===== config.mk =====
export PLATFORM = sky130hd
export DESIGN_NAME = gnss_sample_serializer_config
export DESIGN_NICKNAME = d
export VERILOG_FILES = /design/src/include/gnss_cfg_pkg.sv /design/src/gnss_sample_serializer_config.sv /design/src/sample_formatter.sv /design/src/frac_clock_divider.sv
export SDC_FILE = /design/constraint.sdc
export NUM_CORES = 1
export LEC_CHECK = 0
export BUFFER_PORTS_ARGS = -buffer_cell sky130_fd_sc_hd__buf_2
export CAP_MARGIN = 20
export CORE_ASPECT_RATIO = 1.4
export CORE_MARGIN = 2
export CORE_UTILIZATION = 50
export CTS_CLUSTER_SIZE = 28
export DETAILED_ROUTE_END_ITERATION = 6
export GPL_TIMING_DRIVEN = 0
export PLACE_DENSITY_LB_ADDON = 0.08
export SLEW_MARGIN = 20
export SYNTH_ARGS = -nofsm -noshare
export SYNTH_HDL_FRONTEND = slang
export SYNTH_SLANG_ARGS = --single-unit

===== constraint.sdc =====
create_clock -name ref_clk -period 5.6 [get_ports ref_clk]
set_input_delay 1.12 -clock ref_clk [delete_from_list [all_inputs] [get_ports ref_clk]]
set_output_delay 1.12 -clock ref_clk [all_outputs]
set_load 0.02 [all_outputs]

===== src/include/gnss_cfg_pkg.sv =====
package gnss_cfg_pkg;
  // Register file geometry
  localparam int REG_COUNT = 10;
  localparam int DATA_W    = 28;
  localparam int WORD_W    = 32;
  localparam int LANES     = 4;
  localparam int SLICE_W   = 16;
  localparam int DIV_W     = 12;
  localparam logic [5:0] WORD_BITS  = 6'h20;
  localparam logic [3:0] SLICE_LAST = 4'hf;

  // Register addresses
  localparam logic [3:0] ADDR_GAIN_OUT   = 4'h1;
  localparam logic [3:0] ADDR_SUPPORT    = 4'h2;
  localparam logic [3:0] ADDR_DIVIDER    = 4'h4;
  localparam logic [3:0] ADDR_STREAM     = 4'h6;
  localparam logic [3:0] ADDR_SAMPLE_DIV = 4'h7;
  localparam logic [3:0] ADDR_TEST_MODE_SECOND      = 4'h9;
  localparam logic [3:0] ADDR_LAST       = 4'h9;

  // Power-on contents, index 0 is the last entry
  localparam logic [9:0][27:0] POR_VALUES = {
    28'h28c0402, 28'h1e0f401, 28'h10061b2, 28'h8000000, 28'h8000070,
    28'h0c00080, 28'h9ec0008, 28'heafe1dc, 28'h055028c, 28'ha2919a3};

  // Preset states 7 down to 0 for the registers that differ between presets
  localparam logic [7:0][27:0] PRESET_RX_IF = {
    28'ha29b26b, 28'ha293573, 28'ha293573, 28'ha2919a3,
    28'ha2919a3, 28'ha2919a7, 28'ha2919a3, 28'ha2919a3};
  localparam logic [7:0][27:0] PRESET_GAIN_OUT = {
    28'h855030c, 28'h855030c, 28'h855030c, 28'h055028c,
    28'h055028c, 28'h055121c, 28'h055028c, 28'h055121c};
  localparam logic [7:0][27:0] PRESET_DIVIDER = {
    28'h0bc80d0, 28'h0c00080, 28'h0ba00d0, 28'h3d62300,
    28'h0c00100, 28'h0c00080, 28'h0c00080, 28'h0c00080};
  localparam logic [7:0][27:0] PRESET_TEST_MODE_SECOND = {
    28'h7cc0403, 28'h28c0402, 28'h28c0402, 28'h28c0402,
    28'h28c0402, 28'h28c0402, 28'h28c0402, 28'h28c0402};

  // Field positions
  localparam int IQ_EN_BIT     = 27;
  localparam int FMT_LSB       = 9;
  localparam int WIDTH_LSB     = 6;
  localparam int LANE_SEL_LSB  = 4;
  localparam int STREAM_EN_BIT = 27;
  localparam int FRAMES_LSB    = 0;
  localparam int FRAMES_W      = 20;
  localparam int TMARK_LSB     = 20;
  localparam int DIV_L_LSB     = 16;
  localparam int DIV_M_LSB     = 4;

  // Number formats and widths
  localparam logic [1:0] FMT_UNSIGNED = 2'h0;
  localparam logic [1:0] FMT_SIGN_MAG = 2'h1;
  localparam logic [2:0] WIDTH_ONE    = 3'h1;
  localparam logic [2:0] WIDTH_THREE  = 3'h3;
  localparam logic [3:0][3:0] LANE_MASKS = {4'hf, 4'h5, 4'h3, 4'h1};

  // Divider modulus and time-mark base period
  localparam logic [13:0] DIV_MODULUS = 14'h1000;
  localparam logic [14:0] TMARK_BASE  = 15'h0080;

  typedef struct packed {
    logic i_high;
    logic i_low;
    logic q_high;
    logic q_low;
  } pins_type;

  typedef struct packed {
    logic data;
    logic slice_start;
    logic time_mark;
  } stream_out_type;
endpackage


===== src/gnss_sample_serializer_config.sv =====
// Notes on behaviour
// [RULE_01] Two-channel output: MSB on each upper pin, LSB on each lower pin.
// [RULE_02] Three-bit I-only: MSB on I upper, middle on I lower, LSB on Q upper.
// [RULE_03] Width defaults to two; one or two with I/Q, up to three I-only.
// [RULE_04] Format field picks unsigned, sign/magnitude or two's complement coding.
// [RULE_05] Twelve-bit fractional divider: ratio is low over 4096 minus high plus low.
// [RULE_06] Divider alternates adjacent integer periods to reach the fractional mean.
// [RULE_07] Two-bit I/Q: bits 0..3 are I sign, I magnitude, Q sign, Q magnitude.
// [RULE_08] Stream sends 16-bit segments per bit in order 0,1,2,3, skipping unselected.
// [RULE_09] Lane select field: bit 0; bits 0,1; bits 0,2; or all four.
// [RULE_10] Two lanes alternate 16 bits each; one lane carries bit 0 alone.
// [RULE_11] Stream clock must be twice or four times the sample clock, per lanes.
// [RULE_12] Four 16-bit holding registers capture samples on the sample clock.
// [RULE_13] Every 16 samples holding data moves to shift registers for streaming.
// [RULE_14] After all valid slice data the serial output stays zero.
// [RULE_15] Slice-start strobe marks the beginning of every valid 16-bit slice.
// [RULE_16] Time-mark strobe repeats every 128 to 16384 sample clocks.
// [RULE_17] Preset pin high: clock, data, select levels index one of eight presets.
// [RULE_18] Reset loads the register defaults.
// [RULE_19] A 32-bit word shifts in while select is low, D27 first.
// [RULE_20] Four-bit address selects one of ten registers, codes 0 through 9.
// [RULE_21] Stream control register holds the number of frames to send.
// [RULE_22] Divider low and high counts live in the register at address 7.
// [RULE_23] Word is 28 data bits then 4 address bits, sampled on clock rise.
// [RULE_24] Select rising after a full word writes data to the addressed register.
`timescale 1ns/1ps
`default_nettype none
module gnss_sample_serializer_config (
  input  wire logic                ref_clk,              // 100 MHz reference clock
  input  wire logic                rst,                  // Synchronous reset, active high
  input  wire logic                preset_select_pin,    // High selects preset states
  input  wire logic                config_serial_clk,    // Config port clock pin
  input  wire logic                config_serial_data,   // Config port data pin
  input  wire logic                config_select_n,      // Config port select, active low
  input  wire logic                stream_serial_clk,    // Stream clock from the DSP
  input  wire logic [2:0]          adc_i_raw,            // I converter code
  input  wire logic [2:0]          adc_q_raw,            // Q converter code
  output logic                     inphase_high_pin,     // I channel upper pin
  output logic                     inphase_low_pin,      // I channel lower pin
  output logic                     quadrature_high_pin,  // Q channel upper pin
  output logic                     quadrature_low_pin,   // Q channel lower pin
  output logic                     stream_serial_data,   // Serialized sample data
  output logic                     slice_start_strobe,   // High for first bit of a slice
  output logic                     time_mark_strobe,     // One-cycle periodic mark
  output logic                     sample_clk_tick,      // Sample clock enable pulse
  output logic [9:0][27:0]         config_words          // All registers, for the chip
);
  // Synchroniser lane indices
  localparam int S_SCLK   = 0;
  localparam int S_CONFIG_SERIAL_DATA  = 1;
  localparam int S_SEL    = 2;
  localparam int S_PRESET = 3;
  localparam int S_STREAM_CONTROL   = 4;

  typedef enum logic {CFG_IDLE, CFG_SHIFT} cfg_state_type;

  typedef struct packed {
    logic [4:0]                  meta;
    logic [4:0]                  sync;
    logic [4:0]                  prev;
    cfg_state_type               cfg_st;
    logic [5:0]                  bit_cnt;
    logic [31:0]                 shift;
    logic [9:0][27:0]            regs;
    logic [3:0]                  smp_cnt;
    logic [3:0][15:0]            hold;
    logic [3:0][15:0]            shreg;
    logic [1:0]                  lane;
    logic [3:0]                  seg_cnt;
    logic                        active;
    logic [19:0]                 frames;
    logic [14:0]                 tm_cnt;
    gnss_cfg_pkg::pins_type      pins;
    gnss_cfg_pkg::stream_out_type so;
  } state_type;

  state_type              s;
  state_type              n;
  logic                   tick;
  logic [3:0]             fbits;
  gnss_cfg_pkg::pins_type fpins;
  logic                   sclk_rise;
  logic                   stream_control_rise;
  logic [2:0]             preset_idx;
  logic [3:0]             lane_mask;
  logic [19:0]            frame_limit;
  logic [14:0]            tm_period;
  logic                   load_ok;
  logic [3:0]             word_addr;
  logic [27:0]            word_data;
  logic                   commit;

  // Edges come from the second and third stages only
  assign sclk_rise  = s.sync[S_SCLK] & ~s.prev[S_SCLK];
  assign stream_control_rise  = s.sync[S_STREAM_CONTROL] & ~s.prev[S_STREAM_CONTROL];
  // Clock is the MSB of the preset index, select the LSB
  assign preset_idx = {s.sync[S_SCLK], s.sync[S_CONFIG_SERIAL_DATA], s.sync[S_SEL]};  // [RULE_17]
  assign word_addr  = s.shift[3:0];   // [RULE_23]
  assign word_data  = s.shift[31:4];  // [RULE_23]
  assign commit     = (s.cfg_st == CFG_SHIFT) & s.sync[S_SEL]
                    & (s.bit_cnt == gnss_cfg_pkg::WORD_BITS) & ~s.sync[S_PRESET];

  // Stream configuration fields
  assign lane_mask   = gnss_cfg_pkg::LANE_MASKS[
    s.regs[gnss_cfg_pkg::ADDR_SUPPORT][gnss_cfg_pkg::LANE_SEL_LSB +: 2]];  // [RULE_09]
  assign frame_limit = s.regs[gnss_cfg_pkg::ADDR_STREAM][gnss_cfg_pkg::FRAMES_LSB +:
                                                        gnss_cfg_pkg::FRAMES_W];  // [RULE_21]
  // Period is the base shifted by a 3-bit exponent, spanning 128 to 16384
  assign tm_period   = gnss_cfg_pkg::TMARK_BASE <<
                       s.regs[gnss_cfg_pkg::ADDR_STREAM][gnss_cfg_pkg::TMARK_LSB +: 3];  // [RULE_16]
  assign load_ok     = s.regs[gnss_cfg_pkg::ADDR_STREAM][gnss_cfg_pkg::STREAM_EN_BIT]
                     & ((frame_limit == '0) | (s.frames < frame_limit));  // [RULE_21]

  frac_clock_divider #(
    .CNT_W (gnss_cfg_pkg::DIV_W)
  ) u_divider (
    .ref_clk  (ref_clk),
    .rst      (rst),
    .low_cnt  (s.regs[gnss_cfg_pkg::ADDR_SAMPLE_DIV][gnss_cfg_pkg::DIV_L_LSB +: 12]),  // [RULE_22]
    .high_cnt (s.regs[gnss_cfg_pkg::ADDR_SAMPLE_DIV][gnss_cfg_pkg::DIV_M_LSB +: 12]),  // [RULE_22]
    .tick     (tick)
  );

  sample_formatter u_formatter (
    .i_raw (adc_i_raw),
    .q_raw (adc_q_raw),
    .fmt   (s.regs[gnss_cfg_pkg::ADDR_GAIN_OUT][gnss_cfg_pkg::FMT_LSB +: 2]),      // [RULE_04]
    .width (s.regs[gnss_cfg_pkg::ADDR_GAIN_OUT][gnss_cfg_pkg::WIDTH_LSB +: 3]),    // [RULE_03]
    .iq_en (s.regs[gnss_cfg_pkg::ADDR_GAIN_OUT][gnss_cfg_pkg::IQ_EN_BIT]),
    .lbits (fbits),
    .pins  (fpins)
  );

  // Next lane above the current one that the mask selects, or the current if none
  function automatic logic [1:0] next_lane(input logic [1:0] cur, input logic [3:0] mask);
    logic [1:0] nl;
    nl = cur;
    for (int k = gnss_cfg_pkg::LANES - 1; k > 0; k--) begin
      if (mask[k] && (k > int'(cur))) nl = 2'(k);
    end
    next_lane = nl;
  endfunction

  // Next-state logic for the whole block
  always_comb begin
    n                = s;
    n.meta           = {stream_serial_clk, preset_select_pin, config_select_n,
                        config_serial_data, config_serial_clk};
    n.sync           = s.meta;
    n.prev           = s.sync;
    n.so.time_mark   = 1'b0;

    // Preset pin overrides serial programming while it stays high
    if (s.sync[S_PRESET]) begin
      n.regs             = gnss_cfg_pkg::POR_VALUES;
      n.regs[0]          = gnss_cfg_pkg::PRESET_RX_IF[preset_idx];     // [RULE_17]
      n.regs[gnss_cfg_pkg::ADDR_GAIN_OUT] = gnss_cfg_pkg::PRESET_GAIN_OUT[preset_idx];
      n.regs[gnss_cfg_pkg::ADDR_DIVIDER]  = gnss_cfg_pkg::PRESET_DIVIDER[preset_idx];
      n.regs[gnss_cfg_pkg::ADDR_TEST_MODE_SECOND]    = gnss_cfg_pkg::PRESET_TEST_MODE_SECOND[preset_idx];
      n.cfg_st           = CFG_IDLE;
    end else begin
      case (s.cfg_st)
        CFG_IDLE: begin
          if (!s.sync[S_SEL]) begin
            n.cfg_st  = CFG_SHIFT;
            n.bit_cnt = '0;
          end
        end
        CFG_SHIFT: begin
          // Extra clocks past 32 still shift in and push the count past 32, which spoils the word
          if (sclk_rise && !s.sync[S_SEL]) begin
            n.shift = {s.shift[30:0], s.sync[S_CONFIG_SERIAL_DATA]};  // [RULE_19]
            if (s.bit_cnt <= gnss_cfg_pkg::WORD_BITS) n.bit_cnt = s.bit_cnt + 6'h01;
          end
          if (s.sync[S_SEL]) begin
            n.cfg_st = CFG_IDLE;
            if (commit && (word_addr <= gnss_cfg_pkg::ADDR_LAST)) begin  // [RULE_20]
              n.regs[word_addr] = word_data;  // [RULE_24]
              if (word_addr == gnss_cfg_pkg::ADDR_STREAM) n.frames = '0;
            end
          end
        end
        default: n.cfg_st = CFG_IDLE;
      endcase
    end

    // Stream side: one bit per rising stream clock, zeros once the slice is out
    if (stream_control_rise) begin
      if (s.active) begin
        n.so.data        = s.shreg[s.lane][gnss_cfg_pkg::SLICE_LAST - s.seg_cnt];  // [RULE_08]
        n.so.slice_start = (s.seg_cnt == '0);                                      // [RULE_15]
        n.seg_cnt        = s.seg_cnt + 4'h1;
        if (s.seg_cnt == gnss_cfg_pkg::SLICE_LAST) begin
          if (next_lane(s.lane, lane_mask) == s.lane) n.active = 1'b0;  // [RULE_10]
          else n.lane = next_lane(s.lane, lane_mask);                    // [RULE_09]
        end
      end else begin
        n.so.data        = 1'b0;  // [RULE_14]
        n.so.slice_start = 1'b0;
      end
    end

    // Sample side: capture, time mark and block transfer on each sample clock
    if (tick) begin
      n.pins    = fpins;  // [RULE_01]
      n.smp_cnt = s.smp_cnt + 4'h1;
      for (int b = 0; b < gnss_cfg_pkg::LANES; b++) begin
        n.hold[b] = {s.hold[b][14:0], fbits[b]};  // [RULE_12]
      end
      if (s.tm_cnt >= tm_period - 15'h0001) begin
        n.tm_cnt       = '0;
        n.so.time_mark = 1'b1;  // [RULE_16]
      end else begin
        n.tm_cnt       = s.tm_cnt + 15'h0001;
      end
      // A transfer restarts streaming; an unfinished slice is lost if the clock is slow
      if ((s.smp_cnt == gnss_cfg_pkg::SLICE_LAST) && load_ok) begin
        n.shreg   = n.hold;  // [RULE_13]
        n.active  = 1'b1;
        n.lane    = '0;
        n.seg_cnt = '0;
        n.frames  = s.frames + 20'h00001;
      end
    end
  end

  // Reset loads the power-on register contents
  always_ff @(posedge ref_clk) begin
    if (rst) begin
      s      <= '0;
      s.regs <= gnss_cfg_pkg::POR_VALUES;  // [RULE_18]
      s.sync <= 5'h04;
      s.meta <= 5'h04;
      s.prev <= 5'h04;
    end else begin
      s      <= n;
    end
  end

  // Outputs straight from state flip-flops
  assign inphase_high_pin    = s.pins.i_high;
  assign inphase_low_pin     = s.pins.i_low;
  assign quadrature_high_pin = s.pins.q_high;
  assign quadrature_low_pin  = s.pins.q_low;
  assign stream_serial_data  = s.so.data;
  assign slice_start_strobe  = s.so.slice_start;
  assign time_mark_strobe    = s.so.time_mark;
  assign sample_clk_tick     = tick;
  assign config_words        = s.regs;

  pin_update_a: assert property (@(posedge ref_clk) disable iff (rst)  // [RULE_01]
    tick |=> (inphase_high_pin == $past(fbits[0])) && (quadrature_low_pin == $past(fbits[3])))
    else $error("parallel pins do not follow the sample");

  three_bit_map_a: assert property (@(posedge ref_clk) disable iff (rst)  // [RULE_02]
    (tick && !s.regs[gnss_cfg_pkg::ADDR_GAIN_OUT][gnss_cfg_pkg::IQ_EN_BIT])
    |=> !quadrature_low_pin)
    else $error("Q lower pin driven in I-only mode");

  slice_mark_a: assert property (@(posedge ref_clk) disable iff (rst)  // [RULE_15]
    (stream_control_rise && s.active) |=> (slice_start_strobe == ($past(s.seg_cnt) == 4'h0)))
    else $error("slice start strobe misplaced");

  idle_zero_a: assert property (@(posedge ref_clk) disable iff (rst)  // [RULE_14]
    (stream_control_rise && !s.active) |=> !stream_serial_data && !slice_start_strobe)
    else $error("stream not zero after slice data");

  mark_period_a: assert property (@(posedge ref_clk) disable iff (rst)  // [RULE_16]
    time_mark_strobe |-> ($past(s.tm_cnt) >= $past(tm_period) - 15'h0001) && $past(tick))
    else $error("time mark at wrong count");

  block_load_a: assert property (@(posedge ref_clk) disable iff (rst)  // [RULE_13]
    (tick && (s.smp_cnt == 4'hf) && load_ok) |=> s.active && (s.lane == 2'h0)
    && (s.seg_cnt == 4'h0) && (s.shreg[0][0] == $past(fbits[0])))
    else $error("holding data not transferred");

  word_write_a: assert property (@(posedge ref_clk) disable iff (rst)  // [RULE_24]
    (commit && (word_addr <= 4'h9)) |=> (s.regs[$past(word_addr)] == $past(word_data)))
    else $error("configuration word not written");

  preset_load_a: assert property (@(posedge ref_clk) disable iff (rst)  // [RULE_17]
    s.sync[S_PRESET] |=> (s.regs[4] == gnss_cfg_pkg::PRESET_DIVIDER[$past(preset_idx)]))
    else $error("preset state not applied");

  lane_skip_a: assert property (@(posedge ref_clk) disable iff (rst)  // [RULE_09]
    (stream_control_rise && s.active && (s.seg_cnt == 4'hf) && (s.lane == 2'h0) && (lane_mask == 4'h5)
     && !(tick && (s.smp_cnt == 4'hf))) |=> (s.lane == 2'h2) && s.active)
    else $error("lane select did not skip bit 1");

  por_load_a: assert property (@(posedge ref_clk)  // [RULE_18]
    rst |=> (s.regs == gnss_cfg_pkg::POR_VALUES))
    else $error("reset did not load defaults");
endmodule  // gnss_sample_serializer_config
`default_nettype wire


===== src/sample_formatter.sv =====
`timescale 1ns/1ps
`default_nettype none
module sample_formatter (
  input  wire logic [2:0]          i_raw,    // I sample, sign then magnitude
  input  wire logic [2:0]          q_raw,    // Q sample, sign then magnitude
  input  wire logic [1:0]          fmt,      // Number format select
  input  wire logic [2:0]          width,    // Bits per sample
  input  wire logic                iq_en,    // Both channels when high
  output logic [3:0]               lbits,    // Logical stream bits 0..3
  output gnss_cfg_pkg::pins_type   pins      // Parallel pin values
);
  logic [2:0] i_code;
  logic [2:0] q_code;
  logic       w2;
  logic       w3;

  // Recode a sign/magnitude sample into the selected format
  function automatic logic [2:0] recode(input logic [2:0] raw, input logic [1:0] f);
    logic [1:0] mag;
    mag = raw[2] ? ~raw[1:0] : raw[1:0];
    case (f)
      gnss_cfg_pkg::FMT_UNSIGNED: recode = {~raw[2], mag};
      gnss_cfg_pkg::FMT_SIGN_MAG: recode = raw;
      default:                    recode = {raw[2], mag};
    endcase
  endfunction

  assign i_code = recode(i_raw, fmt);
  assign q_code = recode(q_raw, fmt);
  assign w2     = (width != gnss_cfg_pkg::WIDTH_ONE);
  // Three bits fit only when Q is off, so with both channels it is held to two
  assign w3     = (width == gnss_cfg_pkg::WIDTH_THREE) & ~iq_en;

  // Logical bit layout; truncation keeps the upper code bits
  assign lbits = iq_en ? {q_code[1] & w2, q_code[2], i_code[1] & w2, i_code[2]}  // [RULE_07]
                       : {1'b0, i_code[0] & w3, i_code[1] & w2, i_code[2]};      // [RULE_03]

  // Upper pin carries the MSB of each channel, lower pin the next bit
  assign pins.i_high = lbits[0];  // [RULE_01]
  assign pins.i_low  = lbits[1];  // [RULE_02]
  assign pins.q_high = lbits[2];  // [RULE_02]
  assign pins.q_low  = lbits[3];  // [RULE_01]
endmodule  // sample_formatter
`default_nettype wire


===== src/frac_clock_divider.sv =====
`timescale 1ns/1ps
`default_nettype none
module frac_clock_divider #(
  parameter int CNT_W = 12  // Width of both counts
) (
  input  wire logic             ref_clk,   // Reference clock
  input  wire logic             rst,       // Synchronous reset, active high
  input  wire logic [CNT_W-1:0] low_cnt,   // Low count
  input  wire logic [CNT_W-1:0] high_cnt,  // High count
  output logic                  tick       // One pulse per sample clock
);
  typedef struct packed {
    logic [CNT_W+1:0] acc;
    logic             tick;
  } state_type;

  state_type  s;
  state_type  n;
  logic [CNT_W+1:0] divisor;
  logic [CNT_W+1:0] sum;

  assign divisor = gnss_cfg_pkg::DIV_MODULUS - {2'h0, high_cnt} + {2'h0, low_cnt};  // [RULE_05]
  assign sum     = s.acc + {2'h0, low_cnt};

  // Accumulator overflow picks the long or short period so the mean is exact
  always_comb begin
    n      = s;
    n.tick = 1'b0;
    if (sum >= divisor) begin  // [RULE_06]
      n.acc  = sum - divisor;
      n.tick = 1'b1;
    end else begin
      n.acc  = sum;
    end
  end

  always_ff @(posedge ref_clk) begin
    if (rst) s <= '0;
    else     s <= n;
  end

  assign tick = s.tick;

  tick_on_wrap_a: assert property (@(posedge ref_clk) disable iff (rst)  // [RULE_06]
    (s.acc + {2'h0, low_cnt} >= divisor) |=> tick)
    else $error("divider missed a sample clock");
endmodule  // frac_clock_divider
`default_nettype wire


## Yosys cells after proc, flatten, opt, wreduce, memory -nomap -nowiden

Memory sizes are Yosys's and may differ from the RTL's. A register that Yosys moved wholly into a read port is not among the register bits.
Cells that the tools add are included.

- Register bits: 526
- Memory bits (read-only): 896
- Input bits: 13
- Output and inout bits: 288
- Memories kept: 4

Memories:

| memory | words | width | rd ports | clocked after memory_dff | write ports | line | source |
|---|---|---|---|---|---|---|---|
| (name not given) | 8 | 28 | 1 | 1 | 0 | gnss_sample_serializer_config.sv:159 | `n.regs[gnss_cfg_pkg::ADDR_TEST_MODE_SECOND] = gnss_cfg_pkg::PRESET_TEST_MODE_SECOND[preset_idx];` |
| (name not given) | 8 | 28 | 1 | 1 | 0 | gnss_sample_serializer_config.sv:158 | `n.regs[gnss_cfg_pkg::ADDR_DIVIDER] = gnss_cfg_pkg::PRESET_DIVIDER[preset_idx];` |
| (name not given) | 8 | 28 | 1 | 1 | 0 | gnss_sample_serializer_config.sv:157 | `n.regs[gnss_cfg_pkg::ADDR_GAIN_OUT] = gnss_cfg_pkg::PRESET_GAIN_OUT[preset_idx];` |
| (name not given) | 8 | 28 | 1 | 1 | 0 | gnss_sample_serializer_config.sv:156 | `n.regs[0] = gnss_cfg_pkg::PRESET_RX_IF[preset_idx];` |

- Add/sub/neg operators: 11
- Magnitude comparators: 14
- Equal/unequal tests: 11
- Shift operators: 1
- Muxes and demuxes: 55
- Bitwise logic cells: 21
- Reductions and logical operators: 21

Operators with widths:

| kind | count |
|---|---|
| 280-bit 2-to-1 mux | 4 |
| 280-bit bitwise mux | 1 |
| 28-bit 2-to-1 mux | 5 |
| 28-bit demux with 4-bit select | 1 |
| 20-bit 2-to-1 mux | 5 |
| 46-bit 2-to-1 mux | 1 |
| 38-bit 2-to-1 mux | 1 |
| 16-bit binary-select mux with 2-bit select | 1 |
| 14-bit by 12-bit adder with 14-bit output | 2 |
| 27-bit 2-to-1 mux | 1 |
| 2-bit 2-to-1 mux | 11 |
| 7-bit 2-to-1 mux | 3 |
| 20-bit by 1-bit adder with 20-bit output, second input constant | 1 |
| 20-bit zero test | 1 |
| 20-bit < comparator | 1 |
| 16-bit 2-to-1 mux | 1 |
| 15-bit by 1-bit adder with 15-bit output, second input constant | 1 |
| 15-bit greater-or-equal comparator | 1 |
| 15-bit 2-to-1 mux | 1 |
| 8-bit by 3-bit left shift with 15-bit output, first input constant | 1 |
| 15-bit by 1-bit subtractor with 15-bit output, second input constant | 1 |
| 14-bit greater-or-equal comparator | 1 |
| 14-bit 2-to-1 mux | 1 |
| 7-bit one-hot mux with 2 select lines | 1 |
| 42 further kinds | 86 |

## Logic depth before layout (Yosys ltp)

- Depth after elaboration: 16
- Gate-level depth with buffers: 19
- Mapped depth without buffers: 18

## Modules after synthesis

From an unflattened synthesis, not the netlist that was laid out.

- Cell total of the unflattened synthesis: 2985
- Area total of the unflattened synthesis: 24846.3 µm²

Modules (own cells, without submodules):

| module | times used | cells an instance | area an instance (µm²) |
|---|---|---|---|
| gnss_sample_serializer_config | 1 | 2686 | 22485.3 |
| frac_clock_divider | 1 | 275 | 2194.6 |
| sample_formatter | 1 | 24 | 166.4 |

## Worst setup path after synthesis

No wires, ideal clock.

- Kind: reg2reg
- From: register s (netlist bit config_words[212])
- To: register u_divider.s[2] in the netlist's numbering
- Data arrival time: 3962 ps
- Data required time: 5514 ps
- Setup slack: 1552 ps
- Stages on the path, launching flop included: 19
- Cell sequence: dfxtp_1 inv_1 ha_1 inv_1 fa_1 a21o_1 a21oi_1 nor2b_1 o21a_1 o41ai_1 o211ai_1 xnor2_1 ha_1 o21a_1 a21boi_0 a211oi_1 buf_2 a21boi_0 a211oi_1

- Word-level cells in the longest chain between the ends: 3
- Elaborated cells on any way between the ends: 5
- Classes of those cells: add/sub (3); order compare (1); mux (1)

Ends and longest elaborated chain:

| item | line | source |
|---|---|---|
| start, declared | gnss_sample_serializer_config.sv:77 | `state_type s;` |
| start signal, assigned | gnss_sample_serializer_config.sv:236 | `s <= n;` |
| 14-bit by 12-bit adder with 14-bit output (on tied branches) | frac_clock_divider.sv:23, frac_clock_divider.sv:22 |  |
| 14-bit subtractor / 14-bit greater-or-equal comparator (equally long branches) | frac_clock_divider.sv:30, frac_clock_divider.sv:29 |  |
| 14-bit 2-to-1 mux * | frac_clock_divider.sv:29 | `if (sum >= divisor) begin` |
| end signal, assigned | frac_clock_divider.sv:39 | `else s <= n;` |
| end, declared | frac_clock_divider.sv:17 | `state_type s;` |

Mark *: on every way between the ends. The rest lies on a longest branch, timed or not.
A chain may end at the register's enable or synchronous reset.

## Worst setup path in the final report

Same ends and word-level chain as after synthesis.

==> impl_metrics.env <==
export IMPL_power_density_nw_per_um2=289.8
export IMPL_path_max_fanout=10
export IMPL_r2r_start="config_words[212]"
export IMPL_cap_violations=0
export IMPL_r2r_end="u_divider.s[2]"
export IMPL_slew_violations=0
export IMPL_grt_pass1_wl_um=121100
export IMPL_hold_end="n[504]"
export IMPL_synth_xor_area_frac=0.01885
export IMPL_dp_cells=3932
export IMPL_finish_utilization=0.5838
export IMPL_cp_depth=19
export IMPL_crit_chain="inv_1 > ha_1 > inv_1 > fa_1 > a21o_1 > a21oi_1 > nor2b_1 > o21a_1 > nor2_1 > xor2_1 > ha_1 > nand4_1 > a211oi_1 > o41ai_1 > a21boi_0 > a211oi_1 > buf_2 > a21boi_0 > a211oi_1"
export IMPL_synth_area_mux_share=0.05285
export IMPL_hold_slack_ns=0.4381
export IMPL_status="completed"
export IMPL_min_from="n[509]"
export IMPL_core_area_um2=49760
export IMPL_syn_nets=3083
export IMPL_clock_path_buffers=3
export IMPL_synthAdderAreaFrac=0.04069
export IMPL_setup_tns_final_ns=0
export IMPL_clkTransAtPathRegs_ns=0.06
export IMPL_vias=21600
export IMPL_synth_common_cells="nand2_1, dfxtp_1, a21oi_1"
export IMPL_nNetsFinal=3435
export IMPL_route_detailed_drc=0
export IMPL_tightestPinTransition_ns=1.146
export IMPL_post_route_min_period_ns=5.108
export IMPL_combinationalPowerShare=0.117
export IMPL_ir_worst_vdd_mv=0.2452
export IMPL_hold_buffers=0
export IMPL_crit_path_start_kind="flip-flop"
export IMPL_finalHoldViolations=0
export IMPL_internal_power_mw=6.248
export IMPL_swShare=0.2578
export IMPL_root_buffer="clkbuf_16"
export IMPL_ys_ff_latch=537
export IMPL_synth_top_family_by_area="simple AND/OR/NAND/NOR gates"
export IMPL_post_route_period_util=0.9122
export IMPL_antenna_found_initial=2
export IMPL_synth_compound_area_frac=0.1135
export IMPL_crit_top_cell="a211oi_1"
export IMPL_critPathKind="reg2reg"
export IMPL_synthesis_instances=2991
export IMPL_io_buffer_count=298
export IMPL_fmax_mhz=195.8
export IMPL_synth_top_area_cell="dfxtp_1"
export IMPL_n_fill_cell=4621
export IMPL_initial_core_util=0.5043
export IMPL_clk_latency_ns=0.60
export IMPL_cpPeakStageDelay_ns=0.75
export IMPL_grt_use_met2=0.5479
export IMPL_r2r_setup_slack_ns=0.49
export IMPL_synth_top_flop_cell="dfxtp_1"
export IMPL_synth_edff_count=0
export IMPL_final_layout_size_suffix_gt1_frac=0.2283
export IMPL_antennaDiodeCount=0
export IMPL_grt_pass1_vias=20790
export IMPL_synth_simple_gate_area_frac=0.2072
export IMPL_dpl_hpwl_um=60320
export IMPL_max_slew_margin_rel=0.2363
export IMPL_ant_nets=0
export IMPL_ys_types=72
export IMPL_path_buf_inv=3
export IMPL_finalClockSkew_ns=0.02369
export IMPL_end_kind="flip-flop"
export IMPL_required_ns=6.08
export IMPL_place_ws_ns=0.6257
export IMPL_die_w_um=193.3
export IMPL_gp_congestion=1.003
export IMPL_synth_area_leaders="dfxtp_1, nand2_1, buf_4"
export IMPL_synth_most_common_cell="nand2_1"
export IMPL_num_rows=97
export IMPL_syn_to_final_growth_pct=15.76
export IMPL_yosysSeqAreaShare=0.4284
export IMPL_drtIter0Drc=1550
export IMPL_syn_area_um2=25090
export IMPL_yosysWarnings=0
export IMPL_ctsResizeCount=0
export IMPL_h_tree_depth=2
export IMPL_hold_class="reg2reg"
export IMPL_setup_viol=0
export IMPL_min_path_cells=1
export IMPL_arrival_ns=5.59
export IMPL_critPathSlowestCell="a211oi_1"
export IMPL_rsz0062_at_grt="false"
export IMPL_power_leakage_nw=12.11
export IMPL_fp_dieH_um=269.1
export IMPL_first_pass_iters=5
export IMPL_yosysTopAreaCellShare=0.4284
export IMPL_fin_ws_ns=0.4916
export IMPL_syn_avg_cell_area_um2=8.390
export IMPL_grt_usage=0.3026
export IMPL_io_pins=301
export IMPL_use_met1=0.3460
export IMPL_die_area_um2=52020
export IMPL_use_met3=0.03665
export IMPL_pwr_share_seq=0.468
export IMPL_top_usage_layer="met2"
export IMPL_switching_power_mw=2.170
export IMPL_cts_tree="built"
export IMPL_async_flop_share=0
export IMPL_post_cts_buffers=0
export IMPL_crit_family="compound AO/OA/AOI/OAI gates"
export IMPL_routedWlPerCell_um=20.19
export IMPL_cts_sinks=537
export IMPL_grt_max_degree=14
export IMPL_timing_reg2reg_worst_path_depth=19
export IMPL_p_clk_frac=0.415
export IMPL_routed_via_density=5.373
export IMPL_gr_total_overflow=0
export IMPL_cts_buffers=52
export IMPL_routed_wl_um=81180
export IMPL_stdcell_count=4020
[routing by layer]
metal,vias to the layer above,wire length [um]
li1,10400,-
met1,10180,31440
met2,801,40410
met3,212,4410
met4,2,4914
met5,-,12
[through the flow]
step / instance area (um^2) / power (mW)
2_1_floorplan: 25090 / 4.744
6_report: 29050 / 8.418
3_5_place_dp: 27390 / 5.002
3_3_place_gp: 27390 / 4.987
4_1_cts: 29050 / 8.454
5_1_grt: 29050 / 8.703
[power groups by stage]
| stage | combinational [mW] | sequential [mW] | clock (mW) |
|---|---|---|---|
| 6_report | 0.983 | 3.94 | 3.49 |
| 5_1_grt | 1.07 | 3.95 | 3.69 |
| 4_1_cts | 0.981 | 3.94 | 3.53 |
| 3_5_place_dp | 0.977 | 4.02 | 0 |
| 3_3_place_gp | 0.964 | 4.02 | 0 |
| 2_1_floorplan | 0.725 | 4.02 | 0 |
[flip-flops by register name, summed over array words and instances, names as in the netlist, named ones only]
name,cells
config_words,280
n,10
u_divider.tick,1
time_mark_strobe,1
s,211
u_divider.s,14
slice_start_strobe,1
stream_serial_data,1
[worst reg2reg max path, cell delays in order (launching register included)]
cell and delay [ns]:
dfxtp_1 0.35, inv_1 0.07, ha_1 0.15, inv_1 0.05
fa_1 0.39, a21o_1 0.20, a21oi_1 0.22, nor2b_1 0.09
o21a_1 0.18, nor2_1 0.11, xor2_1 0.25, ha_1 0.33
nand4_1 0.19, a211oi_1 0.12, o41ai_1 0.53, a21boi_0 0.30
a211oi_1 0.75, buf_2 0.36, a21boi_0 0.13, a211oi_1 0.25
[logic make-up (layout without fill, tap and decap cells)]
group	after synthesis	in the layout
XOR/XNOR	54	54
other	1	1
adder cells (fa/ha/maj)	80	80
flip-flops	537	537
AND/OR/NAND/NOR	1183	1183
AO/OA/AOI/OAI	487	487
multiplexers	107	107
buffers and inverters	542	928
[worst max-delay path by stage]
stage / start / end / slack (ns)
after detailed placement: config_words[212] / u_divider.s[12] / 0.63
after global placement: config_words[212] / u_divider.s[7] / 0.59
after CTS: config_words[212] / u_divider.s[12] / 0.61
final: config_words[212] / u_divider.s[2] / 0.49
after global routing: config_words[212] / u_divider.s[2] / 0.15
after floorplan: config_words[212] / u_divider.s[2] / 1.55
[cells in the final DEF, fill, tap and decap left out, drive strengths merged, types with 14 or more instances in the layout]
cell and n:
buf 635, dfxtp 537, inv 64, mux2i 83
o21ai 32, ha 76, clkbuf 215, xnor2 21
xor2 33, nand3 100, nor2 156, nand2 720
nand4 31, nor2b 18, a21oi 314, mux4 20
nand2b 14, and3 20, a31oi 20, nand3b 54
a211oi 30, and2 20
[layout make-up]
cell class	instances	area (um^2)	area share
repair buffers	298	1491	0.05134
clock buffers	75	1498	0.05156
clock inverters	13	160.2	0.005513
flip-flops and latches	537	10750	0.3701
plain buffers	477	3229	0.1112
well taps	643	804.5	0.02770
inverters	65	244.0	0.008399
multi-input cells	1912	10870	0.3742
Power figures use the tool's default switching activity.
